## src/verilog/pvc_consts.svh

```systemverilog
`ifndef PVC_CONSTS_SVH
`define PVC_CONSTS_SVH

// register byte offsets
`define PVC_ADDR_DIVN     12'h000
`define PVC_ADDR_REFDIV   12'h004
`define PVC_ADDR_CAL      12'h008
`define PVC_ADDR_CTRL     12'h00C
`define PVC_ADDR_STATUS   12'h010

// decode codes
`define PVC_SEL_NONE      3'h0
`define PVC_SEL_DIVN      3'h1
`define PVC_SEL_REFDIV    3'h2
`define PVC_SEL_CAL       3'h3
`define PVC_SEL_CTRL      3'h4
`define PVC_SEL_STATUS    3'h5

// field positions
`define PVC_DIVN_A_LSB    0
`define PVC_DIVN_B_LSB    8
`define PVC_CAL_START_BIT 0
`define PVC_CAL_RST_BIT   1
`define PVC_CTRL_CP_LSB   0
`define PVC_CTRL_SWLO_BIT 4
`define PVC_CTRL_SWHI_BIT 5
`define PVC_CTRL_PD_BIT   8
`define PVC_STAT_LOCK_BIT 8
`define PVC_STAT_DONE_BIT 9
`define PVC_STAT_BUSY_BIT 10

// reset values
`define PVC_RST_B         9'h040
`define PVC_RST_A         6'h00
`define PVC_RST_R         9'h001
`define PVC_RANGE_MID     5'h10

// prescaler: 4/5 core followed by a sixteen-stage count
`define PVC_CORE_LO       3'h3
`define PVC_CORE_HI       3'h4
`define PVC_STAGE_LAST    4'hF

// timing
`define PVC_CLK_MHZ       10
`define PVC_LOCK_NS       5
`define PVC_LOCK_RAW      (`PVC_LOCK_NS * `PVC_CLK_MHZ / 1000)
`define PVC_LOCK_CYC      ((`PVC_LOCK_RAW < 1) ? 1 : `PVC_LOCK_RAW)
`define PVC_CAL_PERIODS   4'h7

`endif

```

## src/verilog/pvc_pkg.sv

```systemverilog
package pvc_pkg;

   typedef enum logic [1:0] {
      CAL_IDLE,
      CAL_SETTLE,
      CAL_STEP,
      CAL_FINISH
   } pvc_cal_e;

   typedef struct packed {
      logic [8:0] b;
      logic [5:0] a;
   } pvc_div_cfg_s;

   typedef struct packed {
      logic [2:0] core;
      logic [3:0] stage;
      logic [5:0] a_left;
      logic [8:0] b_left;
      logic       fb_pulse;
   } pvc_fb_s;

   typedef struct packed {
      pvc_div_cfg_s cfg;
      logic [8:0]   r;
      logic [2:0]   cp_sel;
      logic [1:0]   swing;
      logic         pd;
      logic         cal_start;
      logic         cal_rst;
      logic         start_prev;
      logic         ref_prev;
      logic         vco_prev;
      logic [8:0]   ref_cnt;
      logic [8:0]   ref_sh;
      logic         ref_pulse;
      logic         up;
      logic         dn;
      logic         pump_up;
      logic         pump_dn;
      logic         tune_mid;
      logic         lk_run;
      logic [3:0]   lk_gap;
      logic         lock;
      pvc_cal_e     cal_st;
      logic [2:0]   cal_bit;
      logic [4:0]   range;
      logic         done_n;
      logic         fb_seen;
      logic         fb_restart;
      logic [31:0]  prdata;
      logic         pready;
      logic         pslverr;
   } pvc_top_s;

endpackage

```

## src/verilog/pvc_top.sv

```systemverilog
// Implementation choices: the placing of the registers and the APB register port.
`timescale 1ns/10ps
`include "pvc_consts.svh"

module pvc_top (
   input  wire logic        pclk,
   input  wire logic        presetn,
   input  wire logic        psel,
   input  wire logic        penable,
   input  wire logic        pwrite,
   input  wire logic [11:0] paddr,
   input  wire logic [31:0] pwdata,
   output logic      [31:0] prdata,
   output logic             pready,
   output logic             pslverr,
   input  wire logic        ref_in,
   input  wire logic        vco_in,
   output logic             pump_output_pin_up,
   output logic             pump_output_pin_dn,
   output logic      [2:0]  pump_level,
   output logic             tune_voltage_pin_mid,
   output logic             swing_select_lo,
   output logic             swing_select_hi,
   output logic      [4:0]  cal_range_word,
   output logic             cal_done_n,
   output logic             lock_det
);

   pvc_pkg::pvc_top_s s;
   pvc_pkg::pvc_top_s next_s;
   logic              fb_pulse;
   logic              vco_edge;
   logic              ref_edge;
   logic              start_rise;
   logic              up_rise;
   logic              dn_rise;
   logic              fast;
   logic [2:0]        sel;
   logic              wr_en;

   function automatic logic [2:0] pvc_decode(input logic [11:0] addr);
      logic [2:0] r;
      unique case (addr)
         `PVC_ADDR_DIVN:   r = `PVC_SEL_DIVN;
         `PVC_ADDR_REFDIV: r = `PVC_SEL_REFDIV;
         `PVC_ADDR_CAL:    r = `PVC_SEL_CAL;
         `PVC_ADDR_CTRL:   r = `PVC_SEL_CTRL;
         `PVC_ADDR_STATUS: r = `PVC_SEL_STATUS;
         default:          r = `PVC_SEL_NONE;
      endcase
      return r;
   endfunction

   assign vco_edge = vco_in & ~s.vco_prev;

   pvc_fbdiv u_fbdiv (
      .pclk     (pclk),
      .presetn  (presetn),
      .vco_edge (vco_edge),
      .restart  (s.fb_restart),
      .cfg      (s.cfg),
      .fb_pulse (fb_pulse)
   );

   always_comb begin
      next_s = s;
      next_s.ref_prev = ref_in;
      next_s.vco_prev = vco_in;
      next_s.start_prev = s.cal_start;
      next_s.ref_pulse = 1'b0;
      next_s.fb_restart = 1'b0;
      ref_edge = ref_in & ~s.ref_prev;
      start_rise = s.cal_start & ~s.start_prev;
      fast = 1'b0;

      // register bus: one wait-free access phase
      sel = pvc_decode(paddr);
      wr_en = psel & penable & s.pready & pwrite & ~s.pslverr;
      next_s.pready = psel & ~penable;
      next_s.pslverr = psel & ~penable &
                       ((sel == `PVC_SEL_NONE) ||
                        (pwrite && sel == `PVC_SEL_STATUS));
      next_s.prdata = 32'h0000_0000;
      if (psel && !penable && !pwrite) begin
         unique case (sel)
            `PVC_SEL_DIVN: begin
               next_s.prdata[`PVC_DIVN_A_LSB +: 6] = s.cfg.a;
               next_s.prdata[`PVC_DIVN_B_LSB +: 9] = s.cfg.b;
            end
            `PVC_SEL_REFDIV: next_s.prdata[8:0] = s.r;
            `PVC_SEL_CAL: begin
               next_s.prdata[`PVC_CAL_START_BIT] = s.cal_start;
               next_s.prdata[`PVC_CAL_RST_BIT] = s.cal_rst;
            end
            `PVC_SEL_CTRL: begin
               next_s.prdata[`PVC_CTRL_CP_LSB +: 3] = s.cp_sel;
               next_s.prdata[`PVC_CTRL_SWLO_BIT] = s.swing[0];
               next_s.prdata[`PVC_CTRL_SWHI_BIT] = s.swing[1];
               next_s.prdata[`PVC_CTRL_PD_BIT] = s.pd;
            end
            `PVC_SEL_STATUS: begin
               // range word and status for the host
               next_s.prdata[4:0] = s.range;
               next_s.prdata[`PVC_STAT_LOCK_BIT] = s.lock;
               next_s.prdata[`PVC_STAT_DONE_BIT] = s.done_n;
               next_s.prdata[`PVC_STAT_BUSY_BIT] =
                  s.cal_st != pvc_pkg::CAL_IDLE;
            end
            default: next_s.prdata = 32'h0000_0000;
         endcase
      end
      if (wr_en) begin
         unique case (sel)
            `PVC_SEL_DIVN: begin
               next_s.cfg.a = pwdata[`PVC_DIVN_A_LSB +: 6];
               next_s.cfg.b = pwdata[`PVC_DIVN_B_LSB +: 9];
            end
            `PVC_SEL_REFDIV: next_s.r = pwdata[8:0];
            `PVC_SEL_CAL: begin
               next_s.cal_start = pwdata[`PVC_CAL_START_BIT];
               next_s.cal_rst = pwdata[`PVC_CAL_RST_BIT];
            end
            `PVC_SEL_CTRL: begin
               next_s.cp_sel = pwdata[`PVC_CTRL_CP_LSB +: 3];
               next_s.swing = {pwdata[`PVC_CTRL_SWHI_BIT],
                               pwdata[`PVC_CTRL_SWLO_BIT]};
               next_s.pd = pwdata[`PVC_CTRL_PD_BIT];
            end
            default: next_s.pd = s.pd;
         endcase
      end

      // reference divider, ratio reloaded only at its boundary
      if (ref_edge) begin
         if (s.ref_cnt + 9'h001 >= s.ref_sh) begin
            next_s.ref_pulse = 1'b1;
            next_s.ref_cnt = 9'h000;
            // zero would stall the comparator, so it acts as one
            next_s.ref_sh = (s.r == 9'h000) ? 9'h001 : s.r;
         end else begin
            next_s.ref_cnt = s.ref_cnt + 9'h001;
         end
      end

      // comparator: both high for one cycle, then each cleared unless its own pulse arrives that cycle
      if (s.up && s.dn) begin
         next_s.up = s.ref_pulse;
         next_s.dn = fb_pulse;
      end else begin
         next_s.up = s.up | s.ref_pulse;
         next_s.dn = s.dn | fb_pulse;
      end
      up_rise = next_s.up & ~s.up;
      dn_rise = next_s.dn & ~s.dn;

      // lock: gap between rising edges under the fixed window
      if (s.pd) begin
         next_s.lock = 1'b1;
         next_s.lk_run = 1'b0;
      end else if (up_rise && dn_rise) begin
         next_s.lock = 1'b1;
         next_s.lk_run = 1'b0;
      end else if (up_rise || dn_rise) begin
         if (s.lk_run) begin
            next_s.lock = ({1'b0, s.lk_gap} + 5'h01) <
                          5'(`PVC_LOCK_CYC);
            next_s.lk_run = 1'b0;
         end else begin
            next_s.lk_run = 1'b1;
            next_s.lk_gap = 4'h0;
         end
      end else if (s.lk_run && s.lk_gap != 4'hF) begin
         next_s.lk_gap = s.lk_gap + 4'h1;
      end

      // range search: settle period, five binary steps, finish
      if (s.cal_rst) begin
         next_s.cal_st = pvc_pkg::CAL_IDLE;
         next_s.range = `PVC_RANGE_MID;
         next_s.done_n = 1'b1;
      end else begin
         unique case (s.cal_st)
            pvc_pkg::CAL_IDLE: begin
               if (start_rise) begin
                  next_s.cal_st = pvc_pkg::CAL_SETTLE;
                  next_s.done_n = 1'b1;
               end
            end
            pvc_pkg::CAL_SETTLE: begin
               if (s.ref_pulse) begin
                  next_s.cal_st = pvc_pkg::CAL_STEP;
                  next_s.range = `PVC_RANGE_MID;
                  next_s.cal_bit = 3'h4;
                  next_s.fb_seen = 1'b0;
                  next_s.fb_restart = 1'b1;
               end
            end
            pvc_pkg::CAL_STEP: begin
               if (fb_pulse) begin
                  next_s.fb_seen = 1'b1;
               end
               if (s.ref_pulse) begin
                  // a feedback edge within one period means too fast
                  fast = s.fb_seen | fb_pulse;
                  if (fast) begin
                     next_s.range[s.cal_bit] = 1'b0;
                  end
                  next_s.fb_seen = 1'b0;
                  next_s.fb_restart = 1'b1;
                  if (s.cal_bit == 3'h0) begin
                     next_s.cal_st = pvc_pkg::CAL_FINISH;
                  end else begin
                     next_s.cal_bit = s.cal_bit - 3'h1;
                     next_s.range[s.cal_bit - 3'h1] = 1'b1;
                  end
               end
            end
            pvc_pkg::CAL_FINISH: begin
               if (s.ref_pulse) begin
                  next_s.cal_st = pvc_pkg::CAL_IDLE;
                  next_s.done_n = 1'b0;
               end
            end
         endcase
      end

      // pump off and tuning node at mid-supply while searching
      next_s.tune_mid = next_s.cal_st != pvc_pkg::CAL_IDLE;
      next_s.pump_up = next_s.up & ~next_s.tune_mid & ~next_s.pd;
      next_s.pump_dn = next_s.dn & ~next_s.tune_mid & ~next_s.pd;
   end

   always_ff @(posedge pclk or negedge presetn) begin
      if (!presetn) begin
         s <= '0;
         s.cfg.b <= `PVC_RST_B;
         s.cfg.a <= `PVC_RST_A;
         s.r <= `PVC_RST_R;
         s.ref_sh <= `PVC_RST_R;
         s.range <= `PVC_RANGE_MID;
         s.done_n <= 1'b1;
         s.cal_st <= pvc_pkg::CAL_IDLE;
      end else begin
         s <= next_s;
      end
   end

   assign prdata = s.prdata;
   assign pready = s.pready;
   assign pslverr = s.pslverr;
   assign pump_output_pin_up = s.pump_up;
   assign pump_output_pin_dn = s.pump_dn;
   // level scales the external resistor minimum current
   assign pump_level = s.cp_sel;
   assign tune_voltage_pin_mid = s.tune_mid;
   assign swing_select_lo = s.swing[0];
   assign swing_select_hi = s.swing[1];
   assign cal_range_word = s.range;
   assign cal_done_n = s.done_n;
   assign lock_det = s.lock;

   // helper count of comparison periods inside one search
   logic [3:0] h_per;

   always_ff @(posedge pclk or negedge presetn) begin
      if (!presetn) begin
         h_per <= 4'h0;
      end else if (s.cal_st == pvc_pkg::CAL_IDLE) begin
         h_per <= 4'h0;
      end else if (s.ref_pulse) begin
         h_per <= h_per + 4'h1;
      end
   end
endmodule

```

## src/verilog/pvc_fbdiv.sv

```systemverilog
`timescale 1ns/10ps
`include "pvc_consts.svh"

module pvc_fbdiv (
   input  wire logic                  pclk,
   input  wire logic                  presetn,
   input  wire logic                  vco_edge,
   input  wire logic                  restart,
   input  wire pvc_pkg::pvc_div_cfg_s cfg,
   output logic                       fb_pulse
);

   pvc_pkg::pvc_fb_s s;
   pvc_pkg::pvc_fb_s next_s;
   logic             use5;
   logic             core_end;
   logic             pre_pulse;

   assign fb_pulse = s.fb_pulse;

   always_comb begin
      next_s = s;
      next_s.fb_pulse = 1'b0;
      // modulus control comes from the swallow count
      use5 = (s.a_left != 6'h00) && (s.stage == 4'h0);
      core_end = vco_edge &&
                 (s.core == (use5 ? `PVC_CORE_HI : `PVC_CORE_LO));
      pre_pulse = core_end && (s.stage == `PVC_STAGE_LAST);
      if (restart) begin
         next_s.core = 3'h0;
         next_s.stage = 4'h0;
         next_s.a_left = cfg.a;
         next_s.b_left = cfg.b;
      end else if (vco_edge) begin
         if (core_end) begin
            next_s.core = 3'h0;
            next_s.stage = s.stage + 4'h1;
         end else begin
            next_s.core = s.core + 3'h1;
         end
         if (pre_pulse) begin
            // swallow count keeps the 65 modulus for a cycles
            if (s.a_left != 6'h00) begin
               next_s.a_left = s.a_left - 6'h01;
            end
            // total period is b*64 + a input edges while b exceeds a, up to 32767
            if (s.b_left <= 9'h001) begin
               next_s.fb_pulse = 1'b1;
               // new a and b only at the period boundary or on restart
               next_s.a_left = cfg.a;
               next_s.b_left = cfg.b;
            end else begin
               next_s.b_left = s.b_left - 9'h001;
            end
         end
      end
   end

   always_ff @(posedge pclk or negedge presetn) begin
      if (!presetn) begin
         s <= '0;
      end else begin
         s <= next_s;
      end
   end

   // helper count of input edges per feedback period
   logic [15:0] h_cnt;
   logic [15:0] h_n;
   logic        h_ok;

   always_ff @(posedge pclk or negedge presetn) begin
      if (!presetn) begin
         h_cnt <= 16'h0000;
         h_n <= 16'h0000;
         h_ok <= 1'b0;
      end else if (restart) begin
         h_ok <= 1'b0;
         h_cnt <= 16'h0000;
      end else if (s.fb_pulse) begin
         h_cnt <= vco_edge ? 16'h0001 : 16'h0000;
         h_n <= {1'b0, s.b_left, 6'h00} + {10'h000, s.a_left};
         h_ok <= s.b_left > {3'h0, s.a_left};
      end else if (vco_edge) begin
         h_cnt <= h_cnt + 16'h0001;
      end
   end
endmodule

```

## config.mk

```make
export PLATFORM = sky130hd
export DESIGN_NAME = pvc_top
export DESIGN_NICKNAME = d
export VERILOG_FILES = /design/src/verilog/pvc_pkg.sv /design/src/verilog/pvc_top.sv /design/src/verilog/pvc_fbdiv.sv
export VERILOG_INCLUDE_DIRS = /design/src /design/src/verilog
export SDC_FILE = /design/constraint.sdc
export NUM_CORES = 1
export LEC_CHECK = 0
export ABC_AREA = 1
export BUFFER_PORTS_ARGS = -buffer_cell sky130_fd_sc_hd__clkbuf_2
export CORE_MARGIN = 2
export CORE_UTILIZATION = 35
export DETAILED_ROUTE_END_ITERATION = 8
export HOLD_SLACK_MARGIN = 0.02
export SETUP_SLACK_MARGIN = 0.1
export SYNTH_ARGS = -nofsm -noshare
export SYNTH_HDL_FRONTEND = slang
export SYNTH_SLANG_ARGS = --single-unit
```

## constraint.sdc

```tcl
create_clock -name pclk -period 5.57 [get_ports pclk]
set_input_delay 0.2785 -clock pclk [delete_from_list [all_inputs] [get_ports pclk]]
set_output_delay 0.2785 -clock pclk [all_outputs]
set_load 0.05 [all_outputs]
```

**After elaboration in Yosys (flattened, before gate mapping)**

Index checks and enable logic that the tools add are counted.

- Output and inout bits: 49
- Logic and storage cells: 223
- Flip-flop bits (word level): 135
- Input bits: 51

- Reductions and logical operators: 48
- Add/sub/neg operators: 8
- Multiplexer cells: 67
- Order comparisons: 7
- Equal/unequal tests: 24
- Bitwise gates (word level): 33

Operators with widths:

| kind | count |
|---|---|
| $mux 9 | 3 |
| $eq 12x4->1 const B | 2 |
| $mux 6 | 4 |
| $mux 23 | 1 |
| $mux 22 | 1 |
| $mux 10 | 2 |
| $mux 5 | 4 |
| $mux 1 | 19 |
| $mux 2 | 9 |
| $mux 17 | 1 |
| $mux 16 | 1 |
| $mux 4 | 4 |
| $pmux 8 s2 | 1 |
| $reduce_and 2->1 | 8 |
| $and 1x1->1 | 15 |
| $pmux 3 s5 | 1 |
| $reduce_bool 3->1 | 5 |
| $reduce_bool 2->1 | 7 |
| $eq 12x3->1 const B | 1 |
| $eq 12x5->1 const B | 1 |
| $logic_not 12->1 | 1 |
| $ne 3x3->1 const B | 4 |
| $not 1->1 | 12 |
| $pmux 1 s4 | 3 |
| 45 further kinds | 77 |

**Logic depth before layout (Yosys ltp)**

Gate-level depths: netlist (run 1).

- Depth after elaboration: 19
- Mapped depth: 15
- Gate-level depth less buffers: 15

**Cells and area by module**

Synthesis (run 1) repeated with hierarchy kept, for this count alone.

- Cells, all modules: 899
- Area, all modules: 6929.1 um^2

Modules (own cells, without submodules):

| module | area each (um^2) | sequential area each (um^2) | instances | cells each |
|---|---|---|---|---|
| pvc_top | 5248.8 | 2433.6 | 1 | 647 |
| pvc_fbdiv | 1680.4 | 575.6 | 1 | 252 |

**Least setup slack after synthesis (run 1)**

Ideal clock, no wire load.

- Path kind: reg-to-reg
- Start point: reg s[68] (netlist name)
- End point: reg s[60] (netlist name)
- Required time: 5.444 ns
- Cell stages (with the launch flop): 15
- Slack: 3.153 ns
- Arrival time: 2.290 ns
- Path buffers: 1
- Path through: dfrtp_1 > ha_1 > nand2_1 > nor2_1 > nand3_1 > xor2_1 > inv_1 > ha_1 > a21oi_1 > o21ai_0 > a21oi_1 > nand3_2 > nand2_2 > buf_2 > o21ai_0

- Longest elaborated chain between the ends: 3

RTL lines:

| element | RTL line | text |
|---|---|---|
| from (decl) | pvc_top.sv:29 | `pvc_pkg::pvc_top_s s;` |
| from (signal assigned) | pvc_top.sv:244 | `s <= next_s;` |
| $add 9x1->9 | pvc_top.sv:135 | `if (s.ref_cnt + 9'h001 >= s.ref_sh) begin` |
| $ge 9x9->1 | pvc_top.sv:135 |  |
| $reduce_and 2->1 (no line) | - |  |

No other way between the ends.
A chain may end at the register's enable or synchronous reset.

**Worst setup path in the final report (run 1)**

- Start point: reg s[68] (netlist name)
- End point: reg s[64] (netlist name)

Same word-level chain as after synthesis.

==> results.cfg, run 1 <==
[timing]
setup_viol = 0
maxSlewHeadroom_pct = 31.6
setup_tns_ns = 0
worst_pin_slew_ns = 1.03
hold_viol_final = 0
timing.fmax_mhz = 344
fin_crit_sh_pct = 52.3
drv_slew = 0
rsz0062_at_grt = no
fin_crit_ns = 2.91
fin_skew_ns = 0.00548

[clock_tree]
ctsRootBufferMaster = clkbuf_16
cts_setup_buffers = 0
cts_sinks = 120
cts_inserted_buffers = 17
ctsHoldBuffers = 2
cts.repair.resized = 0
clock_latency_ns = 0.42
path_clk_slew_ns = 0.06
htreeDepth = 4
cts_tree = done
clockBufferDepth = 2

[synthesis]
synth_seq_cells = 120
seq_area_frac_synth_pct = 44.2
netlist_area_um2 = 6800
yosysTopAreaCell = dfrtp_1
synth_cell_type_count = 51
synth_cells = 848
yosys_warnings = 0
avgSynthCellArea_um2 = 8.02
synthTopCellsByArea = dfrtp_1, nand2_1, inv_1, buf_4, ha_1
netlist.area_leader.share_pct = 42.3

[outcome]
outcome = finished clean

[layout]
nNetsFinal = 976
post-route-util_pct = 41.4
layout_common_cells = nand2_1, dfrtp_1, inv_1
drive_above_1_share_pct = 17.0
mostFrequentLayoutCell = nand2_1
antennaDiodeCount = 0
nFillCells = 1951
fin_cells = 1174
areaGrowthSynthToFinish_pct = 15.1

[global_route]
grt_pass1_vias = 5334
grt_pass1_wl_um = 26500
grt_use_met1_pct = 22.7
antenna_found_initial = 0
grt_util_all_layers_pct = 16.6
overflow = 0
grt_busiest_layer = met2
gr-usage-met2_pct = 26.4
grt_max_degree = 82
use_met3_pct = 3.30

[job]
cap_viol_max_count = 0

[floorplan]
die_area_um2 = 20600
placement_rows = 50
die_width_um = 143
coreArea_um2 = 18900
die_h_um = 143
initial_core_util_pct = 36.0
ios = 100

[critical_path]
path_class = reg -> reg
worst_path_max_delay_cell = dfrtp_1
rr_worst_depth = 15
start_kind = flip-flop
crit_top_cell = nand2_1
r2r_slack_ns = 2.66
r2r_start = s[68]
end_kind = flip-flop
crit_required_ns = 5.88
reg2reg_to = s[64]
worstPathArrival_ns = 3.22
critPathMaxStageDelay_ns = 0.42
cp_max_fo = 18
crit_chain = ha_1, nand2_1, nor2_1, nand3_1, xor2_1, inv_1, ha_1, a21oi_1, o21ai_0, a21oi_1, nand3_2, nand2_2, inv_1, nand2_1, nand2_1

[power_and_ir_drop]
ir_drop_mv = 0.235
p_per_area_nw_per_um2 = 422
p_leak_nw = 3.90

[worst_hold_path]
hp-class = in -> async

[drt]
first_pass_iters = 5
detail-route-antenna-nets = 0
num_vias = 5523
drt-total-wl_um = 15800
route.detailed.vias_per_inst = 4.70
drcViolationCount = 0
drt_iter0_markers = 365
wire_per_inst_um = 13.4

[placement]
place_inst = 1140
port_buffers = 69
place_hpwl_um = 11600
gp_congestion = 0.872
-- layout make-up --
type | instances | area (um^2) | share of cell area (%)
tap | 260 | 325 | 4.16
inverter | 126 | 479 | 6.12
sequential | 120 | 3010 | 38.4
clock inverter | 13 | 201 | 2.57
timing repair buffer | 72 | 375 | 4.80
clock buffer | 19 | 443 | 5.66
multi-input combinational | 564 | 2990 | 38.3
-- worst max path at each step --
| stage | cells after the start | end | start | slack, ns |
|---|---|---|---|---|
| final | 15 | s[64] | s[68] | 2.66 |
| after CTS | 15 | s[64] | s[68] | 2.69 |
| after detailed placement | 15 | s[64] | s[68] | 2.70 |
| after global placement | 14 | s[64] | s[68] | 2.76 |
| after floorplan | 14 | s[60] | s[68] | 3.15 |
| after global routing | 15 | s[64] | s[68] | 2.29 |
-- Yosys cell counts, drive strengths merged --
cell	instances
o22ai	13
ha	24
a21oi	25
inv	125
conb	1
o2bb2ai	1
o311ai	1
o21ai	78
a41oi	1
nand3	58
nand3b	3
nor3	16
a2bb2oi	1
a31oi	3
o31ai	2
clkinv	1
nor2	74
xor2	12
nand2	204
dfstp	5
buf	49
and2	2
a21boi	1
a211oi	1
o211ai	7
a32oi	1
xnor2	5
or3	1
dfrtp	115
o41ai	1
clkbuf	3
nand4	10
a32o	1
nor4	3
-- where the power goes --
part	internal (W)	leakage [nW]	switching (W)
clock	0.000802	0.309	0.000398
sequential	0.00100	1.56	0.000124
combinational	0.000335	2.03	0.000639
-- worst max-delay path: cells and delay by family (launching register included) --
family | cells | cell delay [ns]
DFF | 1 | 0.42
xor gates and xnor gates | 1 | 0.16
AOI/OAI and AO/OA | 3 | 0.38
adders and majority gates | 2 | 0.51
and+or+nand+nor | 7 | 1.17
buffers and inverters | 2 | 0.17
-- through the flow --
stage / area, um^2 / worst slack [ns] / hold WS (ns) / total power (W)
2_1_floorplan: 6850 / 3.15 / -0.0171 / 0.00191
3_3_place_gp: 7160 / 2.76 / 0.404 / 0.00210
3_5_place_dp: 7160 / 2.70 / 0.406 / 0.00212
4_1_cts: 7830 / 2.69 / 0.0395 / 0.00333
5_1_grt: 7830 / 2.29 / 0.0483 / 0.00354
6_report: 7830 / 2.66 / 0.0468 / 0.00330
-- flip-flops by register name, summed over array words and instances, names as in the netlist, 3 cells and up --
name / cells
s: 62
prdata: 17
cal_range_word: 5
u_fbdiv.s: 22
pump_level: 3
-- routing by layer --
metal	wire length [um]	share of wire, %
met5	0	0
met4	253	1.6
met3	661	4.2
met2	7300	46
met1	7580	48
-- logic make-up after synthesis --
kind of cell / synth area share, %
other: 0.0551
xor gates and xnor gates: 2.19
and+or+nand+nor: 24.9
adders and majority gates: 4.42
DFF: 44.2
buffers and inverters: 12.5
AOI/OAI and AO/OA: 11.7
Power figures use the tool's default switching activity.
==> run 2: changes to the inputs <==
==> constraint.sdc (replaced) <==
create_clock -name pclk -period 2.6 [get_ports pclk]
set_input_delay 0.13 -clock pclk [delete_from_list [all_inputs] [get_ports pclk]]
set_output_delay 0.13 -clock pclk [all_outputs]
set_load 0.05 [all_outputs]
==> results.cfg, run 2 (synthesized netlist as in run 1, its figures left out) <==
[power_and_ir_drop]
power.share.combinational_pct = 30.7
p_leak_nw = 4.05
pwr-share-seq_pct = 33.5
ir_drop_mv = 0.482
p_switching_w = 0.00248
finalPower_w = 0.00713
pwr-share-clk_pct = 35.7
intPower_w = 0.00465
p_per_area_nw_per_um2 = 875
switching_share_pct = 34.8

[timing]
setup_viol = 0
rsz0062_at_grt = no
maxSlewHeadroom_pct = 62.0
fin_crit_ns = 2.32
fin_hold_ws_ns = 0.0353
fin_crit_sh_pct = 89.0
fin_skew_ns = 0.00504
worst_pin_slew_ns = 0.568
hold_viol_final = 0
setup_tns_ns = 0
drv_slew = 0
timing.fmax_mhz = 432

[worst_hold_path]
hp-class = in -> reg

[layout]
areaGrowthSynthToFinish_pct = 19.7
mostFrequentLayoutCell = nand2_1
largest_reg_flops = 62
layout_common_cells = nand2_1, dfrtp_1, inv_1
fin_cells = 1199
antennaDiodeCount = 0
final_area_um2 = 8140
drive_above_1_share_pct = 18.4
largest_register = s
nNetsFinal = 1001

[critical_path]
path_class = reg -> reg
critPathMaxStageDelay_ns = 0.37
crit_chain = ha_2, nand2_1, nor2_4, xor2_1, inv_1, ha_1, a21oi_2, o21ai_1, a21oi_1, nand3_2, nand2_4, buf_6, o21ai_0
start_kind = flip-flop
end_kind = flip-flop
worstPathArrival_ns = 2.61
cp_max_fo = 8
worst_path_max_delay_cell = dfrtp_1
crit_required_ns = 2.90

[clock_tree]
cts_setup_buffers = 0
clockBufferDepth = 2
cts_tree = done
cts_inserted_buffers = 17
cts_sinks = 120
htreeDepth = 4
ctsRootBufferMaster = clkbuf_16
path_clk_slew_ns = 0.06
clock_latency_ns = 0.42

[job]
cap_viol_max_count = 0

[floorplan]
placement_rows = 50
die_area_um2 = 20600
coreArea_um2 = 18900
initial_core_util_pct = 36.0
die_width_um = 143
die_h_um = 143
ios = 100

[drt]
detail-route-antenna-nets = 0
num_vias = 5658
route.detailed.vias_per_inst = 4.72
drt_iter0_markers = 305
drcViolationCount = 0
drt-total-wl_um = 16400
wire_per_inst_um = 13.7
first_pass_iters = 5

[placement]
port_buffers = 69
place_inst = 1149
gp_congestion = 0.905
place_hpwl_um = 12000
post_dp_cell_area_um2 = 7240

[global_route]
overflow = 0
grt_util_all_layers_pct = 17.0
antenna_found_initial = 0
grt_max_degree = 59
grt_pass1_wl_um = 27300
grt_pass1_vias = 5534

[outcome]
outcome = finished clean
run 2: final cells by class:
cell class / count / area [um^2]
repair buffers: 97 / 623
fillers: 1937 / 10700
flip-flops and latches: 120 / 3010
inverters: 126 / 479
clock buffers: 24 / 502
well taps: 260 / 325
multi-input cells: 564 / 3070
clock inverters: 8 / 140
run 2: worst paths after layout:
kind                            startpoint     end  slack (ns)  depth (start not counted)
worst min register to register  next_s[79]   s[79]        0.45                          0
max in group asynchronous          presetn   s[88]        1.59                          3
worst max-delay path                 s[69]   s[60]        0.28                         13
min in group asynchronous          presetn   s[43]        0.23                          2
worst min-delay path             pwdata[3]  s[100]        0.04                          3
worst max register to register       s[69]   s[60]        0.28                         13
run 2: critical path, delay by kind of cell (launching register included):
family          cells  cell delay, ns
buf+inv             2            0.19
fa+ha+maj           2            0.50
flops               1            0.37
xor+xnor            1            0.16
simple gates        4            0.51
compound gates      4            0.46
run 2: timing repair:
action,in CTS,in global routing
resized for setup,2,15
endpoints found under the hold margin,49,0
hold buffers,18,0
pin swaps,0,7
endpoints found under the setup margin,3,18
cloned,0,0
run 2: stage by stage:
step	util (%)	worst slack (ns)
5_1_grt	43.1	0.0751
6_report	43.1	0.285
4_1_cts	42.7	0.171
2_1_floorplan	-	0.183
3_5_place_dp	38.3	0.0955
3_3_place_gp	38.3	0.206
run 2: power by group through the flow:
stage / logic (W) / clock network, W / registers, W
finish: 0.00219 / 0.00255 / 0.00239
global route: 0.00255 / 0.00270 / 0.00244
CTS: 0.00219 / 0.00260 / 0.00239
detailed placement: 0.00216 / 0 / 0.00242
global placement: 0.00213 / 0 / 0.00242
floorplan: 0.00167 / 0 / 0.00243
run 2: routing by layer:
layer  wire (um)  global-route usage [%]
met5           0                       0
met4         253                    5.93
met3         594                    3.03
met2        7980                    28.1
met1        7600                    22.6
